==> src/rtl/rcs_defines.svh <==
/*
  Constants of the reset configuration sequencer: register offsets, field
  positions, reset values and search constants.
  Assumes it is included by the package and by the sequencer module.
*/
// How it works
// - Start on reset release when test high
// - Held reset: outputs, GPIOs, serial ports off
// - Held reset: load factory block, strap map
// - Held reset: calibrate and lock system PLL
// - Latch strap pins on reset release
// - Build default image, pins untouched
// - Strap picks serial protocol, SPI four-wire
// - Apply EEPROM device update, then restart
// - Probe EEPROM addresses at three speeds
// - Check selected internal config, skip if bad
// - Report load errors and loaded number
// - Config writes only its listed registers
// - Module settings take effect on trigger
// - Divider write recalibrates PLL; serial reconfigured
// - Load EEPROM block only if checksum passes
// - EEPROM config blocks at two offsets only
// - Search until range ends or block applied
// - Run internal hotfix before completion
// - Completion steps in fixed order
// - Complete with defaults; status records failures
// - Lowest power state that still boots
// - Released functions drop their power state
`ifndef RCS_DEFINES_SVH
`define RCS_DEFINES_SVH

`define RCS_IMG_AW 8
`define RCS_REG_CTRL 8'h00
`define RCS_REG_STATUS 8'h04
`define RCS_REG_CFGINFO 8'h08

`define RCS_EE_BASE_ADDR 7'h50
`define RCS_EE_LAST_IDX 3'h7
`define RCS_EE_UPD_OFF 16'h0000
`define RCS_EE_CFG_OFF0 16'h0000
`define RCS_EE_CFG_OFF1 16'hF000
`define RCS_SPD_1M 2'h0
`define RCS_SPD_400K 2'h1
`define RCS_SPD_100K 2'h2

`define RCS_APLL_FBDIV_ADDR 8'h10
`define RCS_SERIAL_MODE_ADDR 8'h20
`define RCS_SERIAL_MODE_DEF 8'h02
`define RCS_SERIAL_PROTO_BIT 0
`define RCS_DEF_VALUE 8'h00
`define RCS_TRIG_NIBBLE 4'hF

`define RCS_MAP_RESET 16'h0540
`define RCS_MAP_CFG_LSB 0
`define RCS_MAP_EE_EN 4
`define RCS_MAP_PROTO 8

`define RCS_ST_ERR_OTP_CFG 8
`define RCS_ST_ERR_OTP_LOAD 9
`define RCS_ST_ERR_NO_EE 10
`define RCS_ST_ERR_EE_LOAD 11
`define RCS_ST_UPDATE 12
`define RCS_ST_HOTFIX 13
`define RCS_ST_DONE 16

`endif

==> src/rtl/rcs_pkg.sv <==
/*
  Types of the reset configuration sequencer: states, jobs, write records.
  Assumes rcs_defines.svh is on the include path.
*/
package rcs_pkg;
`include "rcs_defines.svh"

  typedef enum logic [4:0] {
    S_FACTORY, S_PLL0, S_HELD, S_DEFAULTS, S_PROBE, S_UPD_CHECK, S_UPD_LOAD,
    S_OTP_CHECK, S_OTP_LOAD, S_EE_CHECK, S_EE_LOAD, S_HOTFIX_CHECK, S_HOTFIX_RUN,
    S_RELOCK, S_SERIAL, S_APPLY, S_MON, S_ALARM, S_RUN
  } rcs_state_e;

  typedef enum logic [3:0] {
    OP_NONE, OP_FACTORY, OP_EE_PROBE, OP_UPD_CHECK, OP_UPD_LOAD, OP_OTP_CHECK,
    OP_OTP_LOAD, OP_EE_CHECK, OP_EE_LOAD, OP_HOTFIX_CHECK, OP_HOTFIX_RUN
  } rcs_op_e;

  typedef logic [`RCS_IMG_AW-1:0] rcs_addr_t;

  typedef struct packed {
    rcs_op_e op;
    logic [6:0] dev;
    logic [1:0] speed;
    logic [15:0] offset;
    logic [3:0] cfg;
  } rcs_job_s;

  typedef struct packed {
    logic valid;
    rcs_addr_t addr;
    logic [7:0] data;
  } rcs_wr_s;

  typedef struct packed {
    logic valid;
    logic trig;
    rcs_addr_t addr;
    logic [7:0] data;
  } rcs_live_s;
endpackage

==> src/rtl/rcs_image_ram.sv <==
/*
  Internal register image: one write port, one read port, registered read.
  Assumes a single clock and a clock enable shared with the sequencer.
*/
module rcs_image_ram #(
  parameter int AW = 8,
  parameter int DW = 8
) (
  input wire logic clk,
  input wire logic ce,
  input wire logic we,
  input wire logic [AW-1:0] waddr,
  input wire logic [DW-1:0] wdata,
  input wire logic re,
  input wire logic [AW-1:0] raddr,
  output logic [DW-1:0] rdata
);
  logic [DW-1:0] mem [0:(1<<AW)-1];

  always_ff @(posedge clk) begin
    if (ce && we) begin
      mem[waddr] <= wdata;
    end
  end

  always_ff @(posedge clk) begin
    if (ce && re) begin
      rdata <= mem[raddr];
    end
  end
endmodule

==> src/rtl/rcs_sequencer.sv <==
/*
  Reset configuration sequencer: from master reset through strap latch,
  default image, EEPROM update, internal and EEPROM configuration, hotfix
  and ordered completion, plus power and clock gating policy.
  Assumes inputs synchronous to MCLK, and job and PLL engines outside that
  answer each request with a one-cycle done pulse.
*/
// Design decisions made here: the placing of the registers and the plain strobed port.
`include "rcs_defines.svh"
module rcs_sequencer #(
  parameter int GW = 16
) (
  input wire logic MCLK,
  input wire logic SRST,
  input wire logic CE,
  input wire logic MASTER_RESET_N,
  input wire logic TEST_MODE_N,
  input wire logic [GW-1:0] STRAP_GPIO,
  output logic JOB_REQ,
  output rcs_pkg::rcs_job_s JOB,
  input wire logic JOB_DONE,
  input wire logic JOB_OK,
  input wire logic [15:0] JOB_DATA,
  input wire rcs_pkg::rcs_wr_s CFG_WR,
  output logic PLL_CAL,
  input wire logic PLL_DONE,
  output rcs_pkg::rcs_live_s LIVE_WR,
  output logic CLOCK_OUTPUTS_OE,
  output logic GPIO_OE,
  output logic SERIAL_EN,
  output logic SERIAL_PROTO,
  output logic MON_EN,
  output logic ALARM_EN,
  output logic BOOT_DONE,
  output logic [3:0] POWER_EN,
  output logic [3:0] CLOCK_EN,
  input wire logic [7:0] REG_ADDR,
  input wire logic [31:0] REG_WDATA,
  input wire logic REG_WR,
  input wire logic REG_RD,
  output logic [31:0] REG_RDATA
);
  import rcs_pkg::*;

  localparam rcs_addr_t AMAX = '1;

  function automatic logic [3:0] pick4(input logic [GW-1:0] g, input logic [3:0] base);
    logic [3:0] r;
    r = '0;
    for (int i = 0; i < 4; i++) begin
      r[i] = g[(int'(base) + i) % GW];
    end
    return r;
  endfunction

  function automatic logic is_trigger(input rcs_addr_t a);
    return a[3:0] == `RCS_TRIG_NIBBLE;
  endfunction

  function automatic logic [7:0] default_of(input rcs_addr_t a, input logic proto);
    logic [7:0] v;
    v = `RCS_DEF_VALUE;
    if (a == `RCS_SERIAL_MODE_ADDR) begin
      v = `RCS_SERIAL_MODE_DEF;
      v[`RCS_SERIAL_PROTO_BIT] = proto;
    end
    return v;
  endfunction

  function automatic rcs_op_e op_of(input rcs_state_e s);
    case (s)
      S_FACTORY: return OP_FACTORY;
      S_PROBE: return OP_EE_PROBE;
      S_UPD_CHECK: return OP_UPD_CHECK;
      S_UPD_LOAD: return OP_UPD_LOAD;
      S_OTP_CHECK: return OP_OTP_CHECK;
      S_OTP_LOAD: return OP_OTP_LOAD;
      S_EE_CHECK: return OP_EE_CHECK;
      S_EE_LOAD: return OP_EE_LOAD;
      S_HOTFIX_CHECK: return OP_HOTFIX_CHECK;
      S_HOTFIX_RUN: return OP_HOTFIX_RUN;
      default: return OP_NONE;
    endcase
  endfunction

  rcs_state_e state, next_state;
  logic waiting, issue, pll_go, advance, pll_busy;
  logic mr_q, rise_pending, update_done, cfg_loaded, fbdiv_hit;
  logic [GW-1:0] strap;
  logic [15:0] strap_map;
  logic [3:0] cfg_num, srch, loaded_cfg, release_req;
  logic ee_en, proto_strap, done, last, otp_loaded, ee_loaded;
  logic [1:0] speed;
  logic [7:0] found;
  logic [2:0] ptr;
  logic [5:0] errs;
  logic [15:0] trig_mask;
  rcs_addr_t def_addr, apl_addr, apl_addr_q;
  logic apl_all, apl_valid, img_we, img_re, cfg_wr_ok;
  rcs_addr_t img_waddr;
  logic [7:0] img_wdata, img_rdata;

  assign done = JOB_DONE && waiting;
  assign cfg_num = pick4(strap, strap_map[`RCS_MAP_CFG_LSB +: 4]);
  assign ee_en = strap[strap_map[`RCS_MAP_EE_EN +: 4]];
  assign proto_strap = strap[strap_map[`RCS_MAP_PROTO +: 4]];
  assign ptr = (state inside {S_EE_CHECK, S_EE_LOAD}) ? srch[3:1] : srch[2:0];
  assign last = (state == S_EE_CHECK) ? (srch == 4'hF) : (srch[2:0] == `RCS_EE_LAST_IDX);
  assign cfg_wr_ok = CFG_WR.valid && waiting && (state == S_OTP_LOAD || state == S_EE_LOAD);

  ////////////////////////////////////////////////////////////////////////////
  // Sequence control

  always_comb begin
    next_state = state;
    issue = 1'b0;
    pll_go = 1'b0;
    advance = 1'b0;
    case (state)
      S_FACTORY: begin
        if (!waiting) issue = 1'b1;
        else if (done) next_state = S_PLL0;
      end
      S_PLL0: begin
        if (!waiting) pll_go = !pll_busy;
        else if (!pll_busy) next_state = S_HELD;
      end
      S_HELD: begin
        if (rise_pending || update_done) next_state = S_DEFAULTS;
      end
      S_DEFAULTS: begin
        if (def_addr == AMAX) next_state = S_PROBE;
      end
      S_PROBE: begin
        if (!ee_en) next_state = S_OTP_CHECK;
        else if (!waiting) issue = 1'b1;
        else if (done) begin
          // A speed step is taken only when no address answered at all
          if (srch[2:0] != `RCS_EE_LAST_IDX) advance = 1'b1;
          else if (found != 8'h00 || JOB_OK || speed == `RCS_SPD_100K) next_state = S_UPD_CHECK;
          else advance = 1'b1;
        end
      end
      S_UPD_CHECK, S_EE_CHECK: begin
        if (!ee_en || (state == S_UPD_CHECK && update_done)) begin
          next_state = (state == S_UPD_CHECK) ? S_OTP_CHECK : S_HOTFIX_CHECK;
        end else if (!waiting) begin
          if (found[ptr]) issue = 1'b1;
          else if (last) next_state = (state == S_UPD_CHECK) ? S_OTP_CHECK : S_HOTFIX_CHECK;
          else advance = 1'b1;
        end else if (done) begin
          if (JOB_OK) next_state = (state == S_UPD_CHECK) ? S_UPD_LOAD : S_EE_LOAD;
          else if (last) next_state = (state == S_UPD_CHECK) ? S_OTP_CHECK : S_HOTFIX_CHECK;
          else advance = 1'b1;
        end
      end
      S_UPD_LOAD: begin
        if (!waiting) issue = 1'b1;
        else if (done) next_state = S_FACTORY;
      end
      S_OTP_CHECK: begin
        if (!waiting) issue = 1'b1;
        else if (done) next_state = JOB_OK ? S_OTP_LOAD : S_EE_CHECK;
      end
      S_OTP_LOAD: begin
        if (!waiting) issue = 1'b1;
        else if (done) next_state = S_EE_CHECK;
      end
      S_EE_LOAD: begin
        if (!waiting) issue = 1'b1;
        else if (done) next_state = S_HOTFIX_CHECK;
      end
      S_HOTFIX_CHECK: begin
        if (!waiting) issue = 1'b1;
        else if (done) next_state = JOB_OK ? S_HOTFIX_RUN : S_RELOCK;
      end
      S_HOTFIX_RUN: begin
        if (!waiting) issue = 1'b1;
        else if (done) next_state = S_RELOCK;
      end
      S_RELOCK: begin
        // A parallel recalibration still running is waited out first
        if (!cfg_loaded) next_state = S_SERIAL;
        else if (!waiting) pll_go = !pll_busy;
        else if (!pll_busy) next_state = S_SERIAL;
      end
      S_SERIAL: next_state = S_APPLY;
      S_APPLY: begin
        if (apl_valid && apl_addr_q == AMAX) next_state = S_MON;
      end
      S_MON: next_state = S_ALARM;
      S_ALARM: next_state = S_RUN;
      S_RUN: next_state = S_RUN;
      default: next_state = S_FACTORY;
    endcase
    if ((state == S_OTP_LOAD || state == S_EE_LOAD) && done && JOB_OK && fbdiv_hit && !pll_busy) begin
      pll_go = 1'b1;
    end
    if (!MASTER_RESET_N && !(state inside {S_FACTORY, S_PLL0, S_HELD})) begin
      next_state = S_FACTORY;
      issue = 1'b0;
      pll_go = 1'b0;
      advance = 1'b0;
    end
  end

  always_ff @(posedge MCLK) begin
    if (SRST) begin
      state <= S_FACTORY;
      waiting <= 1'b0;
    end else if (CE) begin
      state <= next_state;
      waiting <= (next_state == state) && ((waiting && !done) || issue || pll_go);
    end
  end

  always_ff @(posedge MCLK) begin
    if (SRST) begin
      srch <= 4'h0;
      speed <= `RCS_SPD_1M;
      found <= 8'h00;
    end else if (CE) begin
      // A load keeps the search position so it reads the block just checked
      if (next_state != state && !(next_state inside {S_UPD_LOAD, S_EE_LOAD})) srch <= 4'h0;
      else if (advance) srch <= srch + 4'h1;
      if (state == S_DEFAULTS) begin
        speed <= `RCS_SPD_1M;
        found <= 8'h00;
      end else if (state == S_PROBE && done) begin
        if (JOB_OK) found[srch[2:0]] <= 1'b1;
        if (advance && srch[2:0] == `RCS_EE_LAST_IDX) speed <= speed + 2'h1;
      end
    end
  end

  ////////////////////////////////////////////////////////////////////////////
  // Master reset edge, straps, restart

  always_ff @(posedge MCLK) begin
    if (SRST) begin
      mr_q <= 1'b0;
      rise_pending <= 1'b0;
      strap <= '0;
      update_done <= 1'b0;
    end else if (CE) begin
      mr_q <= MASTER_RESET_N;
      if (MASTER_RESET_N && !mr_q) strap <= STRAP_GPIO;
      if (MASTER_RESET_N && !mr_q && TEST_MODE_N) rise_pending <= 1'b1;
      else if (!MASTER_RESET_N || (state == S_HELD && next_state != S_HELD)) rise_pending <= 1'b0;
      // One update per master reset, so a block still in EEPROM cannot loop
      if (!MASTER_RESET_N) update_done <= 1'b0;
      else if (state == S_UPD_LOAD && done) update_done <= 1'b1;
    end
  end

  always_ff @(posedge MCLK) begin
    if (SRST) begin
      strap_map <= `RCS_MAP_RESET;
    end else if (CE && state == S_FACTORY && done) begin
      strap_map <= JOB_DATA;
    end
  end

  ////////////////////////////////////////////////////////////////////////////
  // Job and PLL requests

  always_ff @(posedge MCLK) begin
    if (SRST) begin
      JOB_REQ <= 1'b0;
      JOB <= '0;
    end else if (CE) begin
      JOB_REQ <= issue;
      if (issue) begin
        JOB.op <= op_of(state);
        JOB.cfg <= cfg_num;
        JOB.speed <= speed;
        JOB.dev <= `RCS_EE_BASE_ADDR + {4'h0, (state == S_PROBE) ? srch[2:0] : ptr};
        if (state == S_EE_CHECK || state == S_EE_LOAD) begin
          JOB.offset <= srch[0] ? `RCS_EE_CFG_OFF1 : `RCS_EE_CFG_OFF0;
        end else begin
          JOB.offset <= `RCS_EE_UPD_OFF;
        end
      end
    end
  end

  always_ff @(posedge MCLK) begin
    if (SRST) begin
      PLL_CAL <= 1'b0;
      pll_busy <= 1'b0;
    end else if (CE) begin
      PLL_CAL <= pll_go;
      if (pll_go) pll_busy <= 1'b1;
      else if (PLL_DONE) pll_busy <= 1'b0;
    end
  end

  ////////////////////////////////////////////////////////////////////////////
  // Configuration snooping and load results

  always_ff @(posedge MCLK) begin
    if (SRST) begin
      fbdiv_hit <= 1'b0;
      trig_mask <= 16'h0000;
      SERIAL_PROTO <= 1'b0;
    end else if (CE) begin
      if (issue) fbdiv_hit <= 1'b0;
      else if (cfg_wr_ok && CFG_WR.addr == `RCS_APLL_FBDIV_ADDR) fbdiv_hit <= 1'b1;
      if (state == S_DEFAULTS) trig_mask <= 16'h0000;
      else if (cfg_wr_ok && is_trigger(CFG_WR.addr)) trig_mask[CFG_WR.addr[7:4]] <= 1'b1;
      if (state == S_DEFAULTS) SERIAL_PROTO <= proto_strap;
      else if (cfg_wr_ok && CFG_WR.addr == `RCS_SERIAL_MODE_ADDR) begin
        SERIAL_PROTO <= CFG_WR.data[`RCS_SERIAL_PROTO_BIT];
      end
    end
  end

  always_ff @(posedge MCLK) begin
    if (SRST) begin
      cfg_loaded <= 1'b0;
      otp_loaded <= 1'b0;
      ee_loaded <= 1'b0;
      loaded_cfg <= 4'h0;
    end else if (CE) begin
      if (state == S_DEFAULTS) begin
        cfg_loaded <= 1'b0;
        otp_loaded <= 1'b0;
        ee_loaded <= 1'b0;
      end else if (done && JOB_OK && state == S_OTP_LOAD) begin
        cfg_loaded <= 1'b1;
        otp_loaded <= 1'b1;
        loaded_cfg <= cfg_num;
      end else if (done && JOB_OK && state == S_EE_LOAD) begin
        cfg_loaded <= 1'b1;
        ee_loaded <= 1'b1;
      end
    end
  end

  // Sticky failure, update and hotfix flags; a new event wins over a software clear
  always_ff @(posedge MCLK) begin
    if (SRST) begin
      errs <= 6'h00;
    end else if (CE) begin
      for (int i = 0; i < 6; i++) begin
        if (REG_WR && REG_ADDR == `RCS_REG_STATUS && REG_WDATA[`RCS_ST_ERR_OTP_CFG + i]) errs[i] <= 1'b0;
      end
      if (done && !JOB_OK && state == S_OTP_CHECK) errs[0] <= 1'b1;
      if (done && !JOB_OK && state == S_OTP_LOAD) errs[1] <= 1'b1;
      if (state == S_PROBE && next_state == S_UPD_CHECK && found == 8'h00 && !JOB_OK) errs[2] <= 1'b1;
      if (done && !JOB_OK && state == S_EE_LOAD) errs[3] <= 1'b1;
      if (done && state == S_UPD_LOAD) errs[4] <= 1'b1;
      if (done && state == S_HOTFIX_RUN) errs[5] <= 1'b1;
    end
  end

  ////////////////////////////////////////////////////////////////////////////
  // Register image: defaults, configuration writes, apply

  assign img_we = (state == S_DEFAULTS) || cfg_wr_ok;
  assign img_waddr = (state == S_DEFAULTS) ? def_addr : CFG_WR.addr;
  assign img_wdata = (state == S_DEFAULTS) ? default_of(def_addr, proto_strap) : CFG_WR.data;
  assign img_re = (state == S_APPLY) && !apl_all;

  rcs_image_ram #(.AW(`RCS_IMG_AW), .DW(8)) u_image (
    .clk(MCLK),
    .ce(CE),
    .we(img_we),
    .waddr(img_waddr),
    .wdata(img_wdata),
    .re(img_re),
    .raddr(apl_addr),
    .rdata(img_rdata)
  );

  always_ff @(posedge MCLK) begin
    if (SRST) begin
      def_addr <= '0;
      apl_addr <= '0;
      apl_all <= 1'b0;
      apl_valid <= 1'b0;
      apl_addr_q <= '0;
    end else if (CE) begin
      def_addr <= (state == S_DEFAULTS) ? def_addr + rcs_addr_t'(1) : '0;
      if (state != S_APPLY) begin
        apl_addr <= '0;
        apl_all <= 1'b0;
      end else if (img_re) begin
        apl_addr <= apl_addr + rcs_addr_t'(1);
        apl_all <= (apl_addr == AMAX);
      end
      apl_valid <= img_re;
      apl_addr_q <= apl_addr;
    end
  end

  always_ff @(posedge MCLK) begin
    if (SRST) begin
      LIVE_WR <= '0;
    end else if (CE) begin
      LIVE_WR.valid <= apl_valid;
      LIVE_WR.addr <= apl_addr_q;
      LIVE_WR.data <= img_rdata;
      LIVE_WR.trig <= apl_valid && is_trigger(apl_addr_q) && trig_mask[apl_addr_q[7:4]];
    end
  end

  ////////////////////////////////////////////////////////////////////////////
  // Completion enables and power policy

  always_ff @(posedge MCLK) begin
    if (SRST) begin
      SERIAL_EN <= 1'b0;
      CLOCK_OUTPUTS_OE <= 1'b0;
      GPIO_OE <= 1'b0;
      MON_EN <= 1'b0;
      ALARM_EN <= 1'b0;
      BOOT_DONE <= 1'b0;
    end else if (CE) begin
      SERIAL_EN <= next_state inside {S_APPLY, S_MON, S_ALARM, S_RUN};
      CLOCK_OUTPUTS_OE <= next_state inside {S_MON, S_ALARM, S_RUN};
      GPIO_OE <= next_state inside {S_MON, S_ALARM, S_RUN};
      MON_EN <= next_state inside {S_ALARM, S_RUN};
      ALARM_EN <= next_state == S_RUN;
      BOOT_DONE <= next_state == S_RUN;
    end
  end

  // Function 0 boot loader, 1 outputs, 2 monitors, 3 PLL state machines
  always_ff @(posedge MCLK) begin
    if (SRST) begin
      POWER_EN <= 4'h1;
      CLOCK_EN <= 4'h1;
    end else if (CE) begin
      POWER_EN <= {next_state inside {S_MON, S_ALARM, S_RUN}, next_state inside {S_APPLY, S_MON, S_ALARM, S_RUN},
                   next_state inside {S_APPLY, S_MON, S_ALARM, S_RUN}, next_state != S_RUN} & ~release_req;
      CLOCK_EN <= {next_state inside {S_ALARM, S_RUN}, next_state inside {S_MON, S_ALARM, S_RUN},
                   next_state inside {S_MON, S_ALARM, S_RUN}, next_state != S_RUN} & ~release_req;
    end
  end

  ////////////////////////////////////////////////////////////////////////////
  // Register port

  always_ff @(posedge MCLK) begin
    if (SRST) begin
      release_req <= 4'h0;
    end else if (CE && REG_WR && REG_ADDR == `RCS_REG_CTRL) begin
      release_req <= REG_WDATA[3:0];
    end
  end

  always_ff @(posedge MCLK) begin
    if (SRST) begin
      REG_RDATA <= 32'h0000_0000;
    end else if (CE) begin
      REG_RDATA <= 32'h0000_0000;
      if (REG_RD) begin
        case (REG_ADDR)
          `RCS_REG_CTRL: REG_RDATA <= {28'h0, release_req};
          `RCS_REG_STATUS: REG_RDATA <= {15'h0, BOOT_DONE, 2'h0, errs, 3'h0, state};
          `RCS_REG_CFGINFO: REG_RDATA <= {14'h0, speed, found, 2'h0, ee_loaded, otp_loaded, loaded_cfg};
          default: REG_RDATA <= 32'h0000_0000;
        endcase
      end
    end
  end
endmodule

==> config.mk <==
export PLATFORM = sky130hd
export DESIGN_NAME = rcs_sequencer
export DESIGN_NICKNAME = d
export VERILOG_FILES = /design/src/rtl/rcs_pkg.sv /design/src/rtl/rcs_image_ram.sv /design/src/rtl/rcs_sequencer.sv
export VERILOG_INCLUDE_DIRS = /design/src /design/src/rtl
export SDC_FILE = /design/constraint.sdc
export NUM_CORES = 2
export LEC_CHECK = 0
export ABC_CLOCK_PERIOD_IN_PS = 17800
export BUFFER_PORTS_ARGS = -buffer_cell sky130_fd_sc_hd__clkbuf_2
export CAP_MARGIN = 10
export CORE_MARGIN = 2
export CORE_UTILIZATION = 30
export DETAILED_ROUTE_END_ITERATION = 10
export PLACE_DENSITY = 0.42
export SLEW_MARGIN = 20
export SYNTH_ARGS = -nofsm -noshare
export SYNTH_HDL_FRONTEND = slang
export SYNTH_HIERARCHICAL = 1
export SYNTH_SLANG_ARGS = --single-unit
==> constraint.sdc <==
create_clock -name MCLK -period 17.8 [get_ports MCLK]
set_clock_uncertainty 0.05 [all_clocks]
set_input_delay 1.78 -clock MCLK [delete_from_list [all_inputs] [get_ports MCLK]]
set_output_delay 1.78 -clock MCLK [all_outputs]
set_load 0.02 [all_outputs]
# ---- Word level (Yosys, flattened, before mapping)
# Memory sizes are Yosys's and may differ from the RTL's. A register that Yosys moved wholly into a read port is not among the register bits.
# Cells that the tools add are included.
dict set report totals {
  latch_bits 0
  in_bits 99
  memories 2
  mem_bits_rw 2048
  romBits 64
  regBits 206
}
dict set report op_classes {
  div_mod_pow 0
  muxes 143
  eq_ne 46
  add_sub_neg 8
  mul 0
  n_lt_le_gt_ge 12
  shift 0
  n_reduce_logical 127
  n_bitwise 9
}
# name depth word_bits rd rd_ports_with_merged_regs wr line
set memory_table {}
lappend memory_table {u_image.mem 256 8 1 1 1 rcs_image_ram.sv:18} ;# logic [DW-1:0] mem [0:(1<<AW)-1];
lappend memory_table {{(name not given)} 16 4 1 1 0 rcs_sequencer.sv:71} ;# case (s)
# cell n
set op_table {}
lappend op_table {{2-to-1 mux 5 bit} 34}
lappend op_table {{one-hot mux 5 bit (17 select lines)} 1}
lappend op_table {{2-to-1 mux 1 bit} 71}
lappend op_table {{2-to-1 mux 16 bit} 4}
lappend op_table {{2-to-1 mux 8 bit} 8}
lappend op_table {{one-hot mux 18 bit (3 select lines)} 1}
lappend op_table {{logical AND 1 bit} 51}
lappend op_table {{equality test 5 x 4 -> 1 bit, second input constant} 10}
lappend op_table {{nonzero test 2 bit} 21}
lappend op_table {{AND reduction 2 bit} 18}
lappend op_table {{equality test 5 x 3 -> 1 bit, second input constant} 6}
lappend op_table {{equality test 5 bit, second input constant} 6}
lappend op_table {{binary-select mux 1 bit (select 4 bit)} 7}
lappend op_table {{< comparator 4 x 5 -> 1 bit, second input constant} 5}
lappend op_table {{equality test 8 bit, second input constant} 3}
lappend op_table {{< comparator 5 x 6 -> 1 bit, second input constant} 3}
lappend op_table {{2-to-1 mux 18 bit} 1}
lappend op_table {{adder 8 x 1 -> 8 bit, second input constant} 2}
lappend op_table {{equality test 8 x 6 -> 1 bit, second input constant} 2}
lappend op_table {{zero test 8 bit} 2}
lappend op_table {{2-to-1 mux 4 bit} 4}
lappend op_table {{bitwise OR 16 bit} 1}
lappend op_table {{equality test 4 bit, second input constant} 3}
lappend op_table {{AND reduction 3 bit} 4}
lappend op_table {{43 further kinds} 77}

# ---- Depth between registers and ports, before layout
dict set report logic_depth {
  ltp_word 16
  ltp_mapped 13
  ltp_nobuf 10
}

# ---- Modules after synthesis
# The synthesis kept the hierarchy.
# mod cells_each area_per_inst_um2 instances
set modules_own_cells {}
lappend modules_own_cells {rcs_image_ram 3716 79613.9 1}
lappend modules_own_cells {rcs_sequencer 1131 9344.0 1}

# ---- Worst setup path before layout
# Ideal clock, no wire load.
dict set report synth_path {
  path_type {reg2reg}
  start {register state[0]}
  end {memory u_image.mem[0][0] (data pin)}
  setup_time_ns 2.187
  path_slack_ns 4.341
  period_less_slack_ns 13.459
  t_arrival_ns 11.222
  stages_incl_launch_ff 8
  required_time_ns 15.563
  cell_sequence {dfxtp_1 > buf_2 > and2_0 > clkbuf_1 > and2_1 > clkbuf_1 > nand2_1 > o21ai_0}
}
dict set report synth_via {
  elab_chain_len 2
}
# element line
set synth_lines {}
lappend synth_lines {{from (decl)} rcs_sequencer.sv:86} ;# rcs_state_e state, next_state;
lappend synth_lines {{from (signal assigned)} rcs_sequencer.sv:212} ;# state <= next_state;
lappend synth_lines {{equality test 5 x 2 -> 1 bit} rcs_sequencer.sv:362} ;# assign img_wdata = (state == S_DEFAULTS) ? default_of(def_addr, proto_strap) : CFG_WR.data;
lappend synth_lines {{2-to-1 mux 8 bit} rcs_sequencer.sv:362}
lappend synth_lines {{net img_wdata[0]} rcs_sequencer.sv:101} ;# logic [7:0] img_wdata, img_rdata;
lappend synth_lines {{to (decl)} rcs_image_ram.sv:18}
# The timed path passes the listed nets, and every way through them passes these cells.

==> metrics <==
CTS tree=yes; Die X=549 um; Mapped Area=89000 um^2; hold wc startpoint=otp_loaded$_SDFFE_PP0P_; vias per std cell=5.07; Setup CP Type=reg2reg; gr ovfl total=0; PnR Total Power=10.8 mW; crit path launch=apl_addr[0]$_SDFFE_PP0P_; setup TNS=0 ns; post-synthesis instance total=4847; # rows=199; share of post-route cells with drive strength above 1=22.0%; RSZ-0062 raised after global routing=no; die area=301000 um^2; Core Box Area=295000 um^2; Placement Cell Area=93600 um^2; vias in the first global route=46600; most common cell after layout, fill and taps aside=edfxtp_1; Initial Util=30.2%; initial antenna violation count=7; port bufs=142; CTS Buf Count=241; post-route ant nets=0; worst r2r path cells=8; Final Net Count=5127; most frequent cells in the layout=2056 x edfxtp_1, 493 x mux4_2, 430 x nor2_1; YS warnings=6; global-route wire length before repair=364000 um; Yosys top cell by area=edfxtp_1; # setup viols final=0; top cells by area, synth=edfxtp_1 69%, mux4_2 12%, dfxtp_1 3.9%; Async SR Flop Fraction=0%; root buffer cell=clkbuf_16; max_slew headroom=19.4%; type of the most critical hold path=reg2reg; Fmax achieved=0.179 GHz; crit start category=flip-flop; status=complete, no violations; GRT Resource Usage Total=16.8%; sequential fraction of the synthesis area=73.3%; EDFF count, synth=2056; Critical Path RT=18.34 ns; Worst R2R Start=apl_addr[0]$_SDFFE_PP0P_; Die Ht=549 um; drt initial violations=4211; CTS Sinks=2231; CP endpoint kind=flip-flop; H-tree Lvls=4; Least-Margin Pin Slew=1.20 ns; Hold Path Stages=2; M3 GR Usage=2.30%; worst skew pair latency=0.92 ns; DP Wirelength=156000 um; VDD IR max=0.0790 mV; Hold Fails Final Rpt=0; largest net degree at the start of global routing=161; max-cap violation count=0; CP arrival=6.11 ns; Yosys reg bits=2231; DR pass1 iterations=6; post-DR wirelength/cell=28.3 um; Distinct cells, synth=92; GR met1 Demand/Resource=23.9%; busiest grt layer=met2; Final Util=34.4%; final setup margin=12.23 ns; min Tclk post-route=5.57 ns; pre-CTS WS=11.97 ns; Fillers=27800; fin cells=9132; Vias=46300; synthesized area per cell=18.4 um^2; Leak Pwr=30.5 nW; hold slack=0.400 ns; Residual DRC=0; area fraction of the dominant cell type after synthesis=69.4%; # hold bufs at CTS=0; Detailed Route WL=258000 um; Post-CTS Resized=0; Primary FF master, synth=edfxtp_1; GPL Wtd Cong=0.785; critical path peak fanout=84; clock-pin slew on the worst setup and hold paths=0.06 ns; Tcrit/Tclk final=31.3%; pwr dens=107 nW/um^2; number of setup buffers added after CTS=0; CTS Buffer Depth=4; max-slew violation count=0; post-route cell area=101000 um^2; Global Route met2 Usage=27.4%; Layout area overhead=13.8%; Placed Cells=8692; Boundary Pins=199
-- registers in the layout, indices dropped and copies added (netlist names), 3 cells and up --
register,cells
loaded_cfg,4
errs,6
state,5
found,8
CLOCK_EN,3
apl_addr_q,8
u_image/rdata,8
REG_RDATA,16
srch,4
apl_addr,8
POWER_EN,4
strap_map,12
release_req,4
def_addr,8
trig_mask,16
u_image/mem,2048
LIVE_WR,18
JOB,15
strap,16
-- worst paths after layout --
kind | end | slack, ns
hold reg to reg | otp_loaded$_SDFFE_PP0P_ | 0.40
setup / recovery | u_image/rdata[7]$_DFFE_PP_ | 12.23
hold / removal | otp_loaded$_SDFFE_PP0P_ | 0.40
setup reg to reg | u_image/rdata[7]$_DFFE_PP_ | 12.23
-- final cells by class --
cell class / instances / area [um^2] / area share [%]
tap: 3919 / 4900 / 4.84
sequential: 2231 / 65300 / 64.4
clock inverter: 124 / 1140 / 1.13
multi-input combinational: 2275 / 21800 / 21.6
timing repair buffer: 246 / 1620 / 1.60
antenna: 1 / 2.50 / 0.00247
clock buffer: 313 / 6400 / 6.32
inverter: 23 / 86.3 / 0.0853
-- per-layer routing --
metal	up-vias	wire length, um
li1	19900	-
met1	24900	118000
met2	1187	123000
met3	305	12100
met4	2	4780
met5	-	12
-- critical path: stages (launching register included) --
cell and delay [ns]:
dfxtp_4 0.85, buf_12 0.52, buf_4 0.71, buf_12 0.56
mux4_2 0.58, a22oi_1 0.40, a21boi_0 0.23, nor4_1 0.96
nor4_1 0.19
-- cells by family after synthesis --
family | count (synthesis) | share of synthesized area (%)
buffers and inverters | 370 | 2.43
XOR/XNOR | 16 | 0.158
AO/OA/AOI/OAI | 610 | 4.78
AND/OR/NAND/NOR | 944 | 4.72
other | 1 | 0.00422
multiplexers | 665 | 14.4
adder cells (fa/ha/maj) | 10 | 0.141
flip-flops | 2231 | 73.3
-- synthesized netlist by cell type, drive strengths merged (13+ instances only) --
cell type	number
a211oi	30
a21oi	170
a221oi	19
a22o	30
a22oi	185
a31oi	16
and2	18
and3	13
buf	168
clkbuf	179
dfxtp	175
edfxtp	2056
inv	22
mux2i	164
mux4	493
nand2	249
nand2b	16
nand3	54
nand4	22
nor2	437
nor2b	27
nor3	38
nor4	20
o21ai	44
o221ai	41
o22ai	22
-- where the power goes --
group / switching [mW] / leakage [nW] / internal, mW
combinational: 0.164 / 6.88 / 0.0391
clock: 2.06 / 3.68 / 2.81
sequential: 0.0101 / 19.9 / 5.73
Power figures use the tool's default switching activity.
